[config.mk]
export PLATFORM = sky130hd
export DESIGN_NAME = misc_core
export DESIGN_NICKNAME = d
export VERILOG_FILES = /design/src/shared/misc_pkg.sv /design/src/misc_core.sv
export SDC_FILE = /design/constraint.sdc
export NUM_CORES = 2
export LEC_CHECK = 0
export BUFFER_PORTS_ARGS = -buffer_cell sky130_fd_sc_hd__buf_2
export CORE_ASPECT_RATIO = 1.4
export CORE_MARGIN = 10
export CORE_UTILIZATION = 44
export DETAILED_ROUTE_END_ITERATION = 10
export PLACE_DENSITY = 0.59
export SYNTH_ARGS = -nofsm -noshare
export SYNTH_HDL_FRONTEND = slang
export SYNTH_SLANG_ARGS = --single-unit
[constraint.sdc]
create_clock -name i_mclk -period 9.75 [get_ports i_mclk]
set_clock_uncertainty 0.2 [all_clocks]
set_input_delay 1.95 -clock i_mclk [delete_from_list [all_inputs] [get_ports i_mclk]]
set_output_delay 1.95 -clock i_mclk [all_outputs]
set_load 0.01 [all_outputs]
[src/shared/misc_pkg.sv]
// Purpose: Shared constants and types for the instruction execution block
// Assumes: 32-bit register port, byte addresses, one word per register
// Notes:   Instruction word layout is carried by misc_instr_s
`default_nettype none

package misc_pkg;

  // ----------------------------------------------------------------
  // Register offsets (byte addresses)
  // ----------------------------------------------------------------
  localparam logic [7:0] OFF_INSTR  = 8'h00;
  localparam logic [7:0] OFF_ACCUM  = 8'h04;
  localparam logic [7:0] OFF_PAGEHI = 8'h08;
  localparam logic [7:0] OFF_STATUS = 8'h0c;
  localparam logic [7:0] OFF_PC     = 8'h10;
  localparam logic [7:0] OFF_STACK  = 8'h14;
  localparam logic [7:0] OFF_WDOG   = 8'h18;
  localparam logic [7:0] OFF_FADDR  = 8'h1c;
  localparam logic [7:0] OFF_FDATA  = 8'h20;
  localparam logic [7:0] OFF_CYCLES = 8'h24;

  // ----------------------------------------------------------------
  // Status register bit positions
  // ----------------------------------------------------------------
  localparam int ST_ZERO_BIT    = 0;
  localparam int ST_TIMEOUT_BIT = 1;
  localparam int ST_PWRDN_BIT   = 2;
  localparam int ST_BUSY_BIT    = 3;
  localparam int ST_SKIP_BIT    = 4;
  localparam int ST_PSA_BIT     = 5;

  // ----------------------------------------------------------------
  // Operation codes
  // ----------------------------------------------------------------
  localparam logic [3:0] OP_NOP    = 4'h0;
  localparam logic [3:0] OP_BTSS   = 4'h1;
  localparam logic [3:0] OP_ICALL  = 4'h2;
  localparam logic [3:0] OP_CLRACC = 4'h3;
  localparam logic [3:0] OP_CLRWD  = 4'h4;
  localparam logic [3:0] OP_CLRREG = 4'h5;
  localparam logic [3:0] OP_COMREG = 4'h6;

  // ----------------------------------------------------------------
  // Sizes, timing and reset values
  // ----------------------------------------------------------------
  localparam int PC_W = 11;
  localparam int SP_W = 3;
  localparam int STACK_DEPTH = 8;
  localparam int FILE_DEPTH = 128;
  localparam logic [1:0] TICK_LAST = 2'h3;
  localparam logic [7:0] ZERO_BYTE = 8'h00;
  localparam logic [7:0] ACCUM_RST = 8'h00;
  localparam logic [7:0] PAGEHI_RST = 8'h00;
  localparam logic [PC_W-1:0] PC_RST = 11'h000;
  localparam logic PSA_RST = 1'b1;

  // ----------------------------------------------------------------
  // Instruction word carried from the register port to execution
  // ----------------------------------------------------------------
  typedef struct packed {
    logic [3:0] op;
    logic [2:0] bitsel;
    logic       dest;
    logic       rsv;
    logic [6:0] faddr;
  } misc_instr_s;

endpackage : misc_pkg

`default_nettype wire

[src/misc_core.sv]
// Purpose: Executes bit-test-skip, indirect call, clear and complement operations
// Assumes: Instructions are issued by writes to the instruction register
// Notes:   One instruction cycle per four master clocks, made by a divider
`default_nettype none

module misc_core (
  // Clock and reset
  input wire logic i_mclk,
  input wire logic i_resetn,
  // Register port
  input wire logic [7:0] i_addr,
  input wire logic [31:0] i_wdata,
  input wire logic i_wr,
  input wire logic i_rd,
  output logic [31:0] o_rdata
);

  typedef enum logic [1:0] {ST_IDLE, ST_EXEC, ST_CALL2} misc_state_e;

  // ----------------------------------------------------------------
  // State
  // ----------------------------------------------------------------
  misc_state_e state_q;
  misc_pkg::misc_instr_s instr_q;
  logic [1:0] div_q;
  logic [7:0] accumulator_q;
  logic [7:0] page_high_register_q;
  logic [misc_pkg::PC_W-1:0] pc_q;
  logic [misc_pkg::SP_W-1:0] sp_q;
  logic [misc_pkg::PC_W-1:0] stack_q [misc_pkg::STACK_DEPTH];
  logic zero_q;
  logic timeout_status_n_q;
  logic powerdown_status_n_q;
  logic skip_q;
  logic psa_q;
  logic [7:0] watchdog_counter_q;
  logic [7:0] shared_prescaler_q;
  logic [6:0] faddr_q;
  logic [15:0] cycles_q;
  logic [7:0] file_mem [misc_pkg::FILE_DEPTH];
  logic [31:0] rdata_q;

  // ----------------------------------------------------------------
  // Decode
  // ----------------------------------------------------------------
  wire tick = (div_q == misc_pkg::TICK_LAST);
  wire busy = (state_q != ST_IDLE);
  wire wr_instr = i_wr && (i_addr == misc_pkg::OFF_INSTR);
  wire wr_accum = i_wr && (i_addr == misc_pkg::OFF_ACCUM);
  wire wr_pagehi = i_wr && (i_addr == misc_pkg::OFF_PAGEHI);
  wire wr_status = i_wr && (i_addr == misc_pkg::OFF_STATUS);
  wire wr_pc = i_wr && (i_addr == misc_pkg::OFF_PC);
  wire wr_faddr = i_wr && (i_addr == misc_pkg::OFF_FADDR);
  wire wr_fdata = i_wr && (i_addr == misc_pkg::OFF_FDATA);
  // Issue requests while busy are dropped; software polls the busy bit
  wire accept = wr_instr && !busy;
  wire do_exec = (state_q == ST_EXEC) && tick;
  wire do_call2 = (state_q == ST_CALL2) && tick;
  // A pending skip turns the freshly issued instruction into a no-op
  wire live = do_exec && !skip_q;
  wire is_btss = live && (instr_q.op == misc_pkg::OP_BTSS);
  wire is_call = live && (instr_q.op == misc_pkg::OP_ICALL);
  wire is_clear_accum = live && (instr_q.op == misc_pkg::OP_CLRACC);
  wire is_clrwd = live && (instr_q.op == misc_pkg::OP_CLRWD);
  wire is_clear_reg = live && (instr_q.op == misc_pkg::OP_CLRREG);
  wire is_compl = live && (instr_q.op == misc_pkg::OP_COMREG);

  // ----------------------------------------------------------------
  // Datapath
  // ----------------------------------------------------------------
  wire [7:0] fr_val = file_mem[instr_q.faddr];
  wire bit_hit = fr_val[instr_q.bitsel];
  wire [7:0] com_val = ~fr_val;
  wire com_zero = (com_val == misc_pkg::ZERO_BYTE);
  wire [misc_pkg::PC_W-1:0] pc_next = pc_q + 11'h001;
  wire [misc_pkg::PC_W-1:0] call_target = {page_high_register_q[2:0], accumulator_q};
  wire file_wr_exec = is_clear_reg || (is_compl && instr_q.dest);
  wire [7:0] file_wr_val = is_clear_reg ? misc_pkg::ZERO_BYTE : com_val;
  wire wd_carry = (shared_prescaler_q == 8'hff);

  // ----------------------------------------------------------------
  // Instruction clock divider and sequencer
  // ----------------------------------------------------------------
  always_ff @(posedge i_mclk or negedge i_resetn) begin
    if (!i_resetn) begin
      div_q <= 2'h0;
    end else begin
      div_q <= div_q + 2'h1;
    end
  end

  always_ff @(posedge i_mclk or negedge i_resetn) begin
    if (!i_resetn) begin
      state_q <= ST_IDLE;
      instr_q <= '0;
    end else begin
      case (state_q)
        ST_IDLE: begin
          if (accept) begin
            instr_q <= misc_pkg::misc_instr_s'(i_wdata[15:0]);
            state_q <= ST_EXEC;
          end
        end
        ST_EXEC: begin
          if (is_call) begin
            state_q <= ST_CALL2;
          end else if (do_exec) begin
            state_q <= ST_IDLE;
          end
        end
        ST_CALL2: begin
          if (tick) begin
            state_q <= ST_IDLE;
          end
        end
        default: state_q <= ST_IDLE;
      endcase
    end
  end

  // ----------------------------------------------------------------
  // Skip flag and cycle count
  // ----------------------------------------------------------------
  always_ff @(posedge i_mclk or negedge i_resetn) begin
    if (!i_resetn) begin
      skip_q <= 1'b0;
      cycles_q <= 16'h0000;
    end else begin
      if (is_btss) begin
        skip_q <= bit_hit;
      end else if (do_exec) begin
        skip_q <= 1'b0;
      end
      // The discarded no-op costs a cycle of its own, so a skip totals two
      if (do_exec || do_call2) begin
        cycles_q <= cycles_q + 16'h0001;
      end
    end
  end

  // ----------------------------------------------------------------
  // Program counter and return stack
  // ----------------------------------------------------------------
  always_ff @(posedge i_mclk or negedge i_resetn) begin
    if (!i_resetn) begin
      pc_q <= misc_pkg::PC_RST;
      sp_q <= '0;
    end else begin
      if (do_call2) begin
        pc_q <= call_target;
      end else if (do_exec) begin
        pc_q <= pc_next;
      end else if (wr_pc && !busy) begin
        pc_q <= i_wdata[misc_pkg::PC_W-1:0];
      end
      if (is_call) begin
        sp_q <= sp_q + 3'h1;
      end
    end
  end

  always_ff @(posedge i_mclk) begin
    if (is_call) begin
      stack_q[sp_q] <= pc_next;
    end
  end

  // ----------------------------------------------------------------
  // Accumulator, page-high register and flags
  // ----------------------------------------------------------------
  always_ff @(posedge i_mclk or negedge i_resetn) begin
    if (!i_resetn) begin
      accumulator_q <= misc_pkg::ACCUM_RST;
      page_high_register_q <= misc_pkg::PAGEHI_RST;
      zero_q <= 1'b0;
      psa_q <= misc_pkg::PSA_RST;
    end else begin
      if (is_clear_accum) begin
        accumulator_q <= misc_pkg::ZERO_BYTE;
      end else if (is_compl && !instr_q.dest) begin
        accumulator_q <= com_val;
      end else if (wr_accum && !busy) begin
        accumulator_q <= i_wdata[7:0];
      end
      if (wr_pagehi) begin
        page_high_register_q <= i_wdata[7:0];
      end
      if (is_clear_accum || is_clear_reg) begin
        zero_q <= 1'b1;
      end else if (is_compl) begin
        zero_q <= com_zero;
      end else if (wr_status) begin
        zero_q <= i_wdata[misc_pkg::ST_ZERO_BIT];
      end
      if (wr_status) begin
        psa_q <= i_wdata[misc_pkg::ST_PSA_BIT];
      end
    end
  end

  // ----------------------------------------------------------------
  // Watchdog counter, prescaler and reset status bits
  // ----------------------------------------------------------------
  // When the prescaler belongs to the timer side it is frozen here
  always_ff @(posedge i_mclk or negedge i_resetn) begin
    if (!i_resetn) begin
      watchdog_counter_q <= 8'h00;
      shared_prescaler_q <= 8'h00;
      timeout_status_n_q <= 1'b1;
      powerdown_status_n_q <= 1'b1;
    end else begin
      if (is_clrwd) begin
        watchdog_counter_q <= 8'h00;
      end else if (tick && (!psa_q || wd_carry)) begin
        watchdog_counter_q <= watchdog_counter_q + 8'h01;
      end
      if (is_clrwd && psa_q) begin
        shared_prescaler_q <= 8'h00;
      end else if (tick && psa_q) begin
        shared_prescaler_q <= shared_prescaler_q + 8'h01;
      end
      if (is_clrwd) begin
        timeout_status_n_q <= 1'b1;
        powerdown_status_n_q <= 1'b1;
      end else if (wr_status) begin
        timeout_status_n_q <= i_wdata[misc_pkg::ST_TIMEOUT_BIT];
        powerdown_status_n_q <= i_wdata[misc_pkg::ST_PWRDN_BIT];
      end
    end
  end

  // ----------------------------------------------------------------
  // File registers
  // ----------------------------------------------------------------
  always_ff @(posedge i_mclk or negedge i_resetn) begin
    if (!i_resetn) begin
      faddr_q <= 7'h00;
    end else if (wr_faddr) begin
      faddr_q <= i_wdata[6:0];
    end
  end

  // Execution owns the write port; a bus write in the same cycle is lost
  always_ff @(posedge i_mclk) begin
    if (file_wr_exec) begin
      file_mem[instr_q.faddr] <= file_wr_val;
    end else if (wr_fdata) begin
      file_mem[faddr_q] <= i_wdata[7:0];
    end
  end

  // ----------------------------------------------------------------
  // Read port
  // ----------------------------------------------------------------
  wire [7:0] status_val = {2'h0, psa_q, skip_q, busy, powerdown_status_n_q, timeout_status_n_q, zero_q};
  wire [misc_pkg::SP_W-1:0] sp_top = sp_q - 3'h1;
  wire [31:0] rd_mux =
    (i_addr == misc_pkg::OFF_INSTR)  ? {16'h0000, instr_q} :
    (i_addr == misc_pkg::OFF_ACCUM)  ? {24'h000000, accumulator_q} :
    (i_addr == misc_pkg::OFF_PAGEHI) ? {24'h000000, page_high_register_q} :
    (i_addr == misc_pkg::OFF_STATUS) ? {24'h000000, status_val} :
    (i_addr == misc_pkg::OFF_PC)     ? {21'h0, pc_q} :
    (i_addr == misc_pkg::OFF_STACK)  ? {13'h0, stack_q[sp_top], 5'h00, sp_q} :
    (i_addr == misc_pkg::OFF_WDOG)   ? {16'h0000, shared_prescaler_q, watchdog_counter_q} :
    (i_addr == misc_pkg::OFF_FADDR)  ? {25'h0, faddr_q} :
    (i_addr == misc_pkg::OFF_FDATA)  ? {24'h000000, file_mem[faddr_q]} :
    (i_addr == misc_pkg::OFF_CYCLES) ? {16'h0000, cycles_q} :
    32'h00000000;

  always_ff @(posedge i_mclk or negedge i_resetn) begin
    if (!i_resetn) begin
      rdata_q <= 32'h00000000;
    end else if (i_rd) begin
      rdata_q <= rd_mux;
    end else begin
      rdata_q <= 32'h00000000;
    end
  end

  assign o_rdata = rdata_q;
endmodule : misc_core

`default_nettype wire

Word-level counts from Yosys, hierarchy flattened:

Memory sizes are Yosys's and may differ from the RTL's.
Index checks and enable logic that the tools add are counted.

* memories: 2
* output and inout port bits: 32
* input bits: 44
* flip-flop bits (word level): 126
* bits in writable memories: 1112

* reduce and logical (&&, ||, !) cells: 46
* equal/unequal tests: 22
* add/subtract/negate cells: 7
* mux-type cells: 48
* bitwise logic cells: 1
* order comparisons: 1

Memories
* file_mem: words 128, bits a word 8, rd ports 2, clocked after memory_dff 0, wr ports 1, line misc_core.sv:40 `logic [7:0] file_mem [misc_pkg::FILE_DEPTH];`
* stack_q: words 8, bits a word 11, rd ports 1, clocked after memory_dff 0, wr ports 1, line misc_core.sv:30 `logic [misc_pkg::PC_W-1:0] stack_q [misc_pkg::STACK_DEPTH];`

Operators with widths (count)
* 2-to-1 mux 19 bit: 6
* 2-to-1 mux 8 bit: 9
* 2-to-1 mux 16 bit: 4
* 2-to-1 mux 11 bit: 3
* equality test 8 x 5 -> 1 bit, second input constant: 4
* 2-to-1 mux 32 bit: 1
* logical AND 1 bit: 24
* 2-to-1 mux 1 bit: 18
* adder 16 x 1 -> 16 bit, second input constant: 1
* adder 8 x 1 -> 8 bit, second input constant: 2
* equality test 8 x 4 -> 1 bit, second input constant: 2
* equality test 8 x 6 -> 1 bit, second input constant: 2
* logical NOT 8 bit: 2
* equality test 4 x 3 -> 1 bit, second input constant: 3
* adder 11 x 1 -> 11 bit, second input constant: 1
* nonzero test 2 bit: 5
* nonzero test 3 bit: 3
* equality test 4 x 2 -> 1 bit, second input constant: 2
* equality test 8 x 3 -> 1 bit, second input constant: 1
* equality test 8 bit, second input constant: 1
* 2-to-1 mux 2 bit: 4
* inverter 8 bit: 1
* OR reduction 8 bit: 1
* 2-to-1 mux 7 bit: 1
* 16 further kinds: 24

Longest topological paths before layout:

* word-level depth: 12
* depth in mapped cells: 14

Worst setup path after synthesis:

No wires, ideal clock.

* kind: input-to-reg
* start: in i_addr[5]
* end: mem file_mem[0][5], data pin
* required time: 8.352 ns
* arrival: 8.181 ns
* path buffers: 4
* library setup time: 1.198 ns
* stages: 10
* path slack: 0.171 ns
* cells stage by stage: or4b_4 > nor3b_4 > nand2_1 > nor2b_1 > buf_4 > buf_6 > buf_6 > clkbuf_1 > a31o_2 > o21ai_0

* cells in the longest elaborated chain, start to end: 7

Ends and longest elaborated chain
* start: declaration: line misc_core.sv:11 `input wire logic [7:0] i_addr,`
* equality test 8 x 6 -> 1 bit: line misc_core.sv:54 `wire wr_fdata = i_wr && (i_addr == misc_pkg::OFF_FDATA);`
* logical AND 1 bit: line misc_core.sv:54
* 2-to-1 mux 1 bit: line misc_core.sv:247 `end else if (wr_fdata) begin`
* 2-to-1 mux 1 bit: line misc_core.sv:245 `if (file_wr_exec) begin`
* 2-to-1 mux 1 bit (not written as such): line misc_core.sv:248 `file_mem[faddr_q] <= i_wdata[7:0];`
* OR reduction 8 bit (no source line)
* 2-to-1 mux 8 bit (no source line)
* end: declaration: line misc_core.sv:40

No other way between the ends.

Final worst setup path:

* start: in i_addr[1]
* end: mem file_mem[21][6] (enable)

* cells in the longest elaborated chain, start to end: 7
* elaborated cells on any way between the ends: 8
* classes of those cells: eq/ne (1); mux (5); reduce/logical (2)

Ends and longest elaborated chain (line)
* equality test 8 x 6 -> 1 bit *: misc_core.sv:54
* logical AND 1 bit *: misc_core.sv:54
* 2-to-1 mux 1 bit *: misc_core.sv:247
* 2-to-1 mux 1 bit *: misc_core.sv:245
* 2-to-1 mux 1 bit (not written as such) *: misc_core.sv:248
* OR reduction 8 bit (no source line)
* 2-to-1 mux 7 bit (no source line) / 2-to-1 mux 1 bit (equally long branches)

Every way passes the cells marked *; elsewhere a longest branch is shown, timed or not.

==> flow_metrics.py <==
metrics = {
    "layout": {
        "final_cell_mix": "edfxtp_1 (1112), mux4_2 (528), nor2_1 (179)",
        "nets": 3360,
        "drive_above_1_share": 0.301,
        "design_area_um2": 64400,
        "final_common_cell": "edfxtp_1",
        "layout.cells.non_filler": 5170,
        "fin_util": 0.487,
        "area_delta_synth_final_pct": 10.1,
        "nFillCells": 10800,
        "diodes": 0,
    },
    "logic_synthesis": {
        "synth_xor_area_frac": 0.00554,
        "synth_compound_area_frac": 0.0457,
        "synth_area_leaders": "edfxtp_1 (57%), mux4_2 (20%), dfrtp_1 (4.7%)",
        "yosys_warnings": 0,
        "synth_top_area_cell": "edfxtp_1",
        "netlist_instances": 3262,
        "synth-edff-count": 1112,
        "syn-mean-instance-area_um2": 17.9,
        "async_reset_ff_frac": 0.0922,
        "synth_top_family_by_area": "multiplexers",
        "synth-seq-cells": 1225,
        "ys_types": 87,
        "synth-simple-area-share": 0.0481,
        "synth_top_cell_area_share": 0.570,
        "synthFlopType": "edfxtp_1",
        "synth_fa_ha_area_frac": 0.00150,
        "syn-cell-area_um2": 58500,
        "yosysSeqAreaShare": 0.619,
        "synth_mux_area_frac": 0.250,
    },
    "floorplanning": {
        "die_w_um": 328,
        "fp.dieH_um": 452,
        "io_pins": 76,
        "dieArea_um2": 148000,
        "rows": 158,
        "initial_core_util": 0.443,
        "coreArea_um2": 132000,
    },
    "sta": {
        "slew_headroom": 0.128,
        "fmax_mhz": 150,
        "period_minus_slack_ns": 6.65,
        "drv_slew": 0,
        "whs_ns": 0.229,
        "tightestPinTransition_ns": 1.31,
        "fin_ws_ns": 3.10,
        "finalCritPeriodShare": 0.682,
        "tns_ns": 0,
        "rsz0062_at_grt": "no",
        "hold_viol": 0,
        "setup_viol": 0,
    },
    "global_route": {
        "overflow": 0,
        "grt_pass1_vias": 35200,
        "grt_max_degree": 101,
        "antenna_found_initial": 4,
        "grt_pass1_wl_um": 263000,
        "grt_usage": 0.248,
    },
    "detailed_routing": {
        "dr_total_vias": 34200,
        "finalWirelength_um": 185000,
        "dr.pass1.iters": 5,
        "drt_iter0_drc": 3689,
        "routedWlPerCell_um": 35.8,
        "viasPerCell": 6.61,
        "ant_nets": 0,
        "drc": 0,
    },
    "outcome": {
        "status": "completed",
    },
    "setup_path": {
        "worstSetupPathType": "primary input to register",
        "end_kind": "register",
        "critPathArrivalTime_ns": 6.91,
        "regToRegSetupSlack_ns": 3.28,
        "critPathMaxFanout": 14,
        "required_ns": 10.01,
        "worstSetupStartpointType": "primary input",
    },
    "clocking": {
        "clock-root-buffer": "clkbuf_16",
        "clockBufferDepth": 3,
        "htree_levels": 3,
        "cts_tree": "built",
        "postCtsSetupRepairBufs": 0,
        "ctsResizeCount": 0,
        "clock_sinks": 1225,
        "clkTransAtPathRegs_ns": 0.07,
        "cts_buffers": 116,
        "clock_latency_ns": 0.76,
        "postCtsHoldBufs": 0,
    },
    "flow_run": {
        "max_cap_violations": 0,
    },
    "power_and_ir_drop": {
        "finalPower_mw": 11.8,
        "total_leakage_power_nw": 19.8,
        "ir_drop_mv": 0.142,
        "power_density_nw_per_um2": 183,
    },
    "placement": {
        "post-place-ws_ns": 2.56,
        "place_area_um2": 60500,
        "gp_congestion": 0.939,
        "port_buffers": 46,
        "dp.cells": 4951,
        "dp_hpwl_um": 124000,
    },
    "hold_path": {
        "min_path_type": "register to register",
    },
}
-- cells by family (layout without fill, tap and decap cells) --
logic type	count (synthesis)	after routing
adders and majority gates	7	7
other	1	13
buffers and inverters	285	421
xor gates and xnor gates	37	37
AOI/OAI and AO/OA	387	387
and+or+nand+nor	599	599
DFF	1225	1225
muxes	721	721
-- power by group --
part           switching (mW)  total, mW  internal [mW]  leakage, nW
clock                    2.06       4.66           2.61         1.87
combinational           0.755       1.09          0.338         6.44
sequential             0.0658       6.02           5.96         11.5
-- synthesized netlist by cell type (23+ instances only) --
cell type	number
nor2b_1	41
nand3_1	47
a22oi_1	45
mux2i_1	89
clkbuf_1	83
o21ai_0	78
dfrtp_1	110
mux4_2	528
mux2_2	60
nand2_1	160
nor2_1	180
mux4_1	44
edfxtp_1	1112
a21oi_1	63
nor3_1	64
buf_2	69
buf_4	41
o22ai_1	24
a211oi_1	27
xnor2_1	23
-- final timing paths --
path	start	endpoint	cells after the start
worst max-delay path	i_addr[1]	file_mem[21][6]$_DFFE_PP_	9
worst min-delay path	div_q[0]$_DFF_PN0_	div_q[0]$_DFF_PN0_	1
worst max register to register	instr_q[1]$_DFFE_PN0P_	file_mem[18][0]$_DFFE_PP_	10
worst min register to register	div_q[0]$_DFF_PN0_	div_q[0]$_DFF_PN0_	1
max in group asynchronous	i_resetn	o_rdata[10]$_DFF_PN0_	2
min in group asynchronous	i_resetn	o_rdata[16]$_DFF_PN0_	1
-- state kept, by name, summed over array words and instances (netlist names), 8 cells and up --
name / cells
file_mem: 1024
stack_q: 88
o_rdata: 19
cycles_q: 16
instr_q: 16
pc_q: 11
accumulator_q: 8
page_high_register_q: 8
shared_prescaler_q: 8
watchdog_counter_q: 8
-- cell type report --
type                            count  area, um2  share of cell area
Tap cell                         1760       2200              0.0342
Sequential cell                  1225      36200               0.562
Timing Repair Buffer              180       1290              0.0200
Inverter                           22       85.1             0.00132
Clock inverter                     84        828              0.0129
Clock buffer                      135       3070              0.0476
Multi-Input combinational cell   1764      20700               0.322
-- critical path: stages --
cell     delay [ns]
buf_2          0.12
nor3_1         0.49
nor3b_4        0.68
nand2_1        0.35
nor2b_4        0.39
mux2i_1        0.64
nand3_2        1.00
nor3_1         1.00
buf_4          0.28
-- per-layer routing --
layer / part of all wire / track usage / vias to the layer above
met5: 0.000070 / 0 / -
met4: 0.082 / 0.174 / 2
met3: 0.081 / 0.0431 / 497
met2: 0.50 / 0.412 / 1888
met1: 0.34 / 0.290 / 18100
li1: - / - / 13700
(Power assumes the default switching activity.)
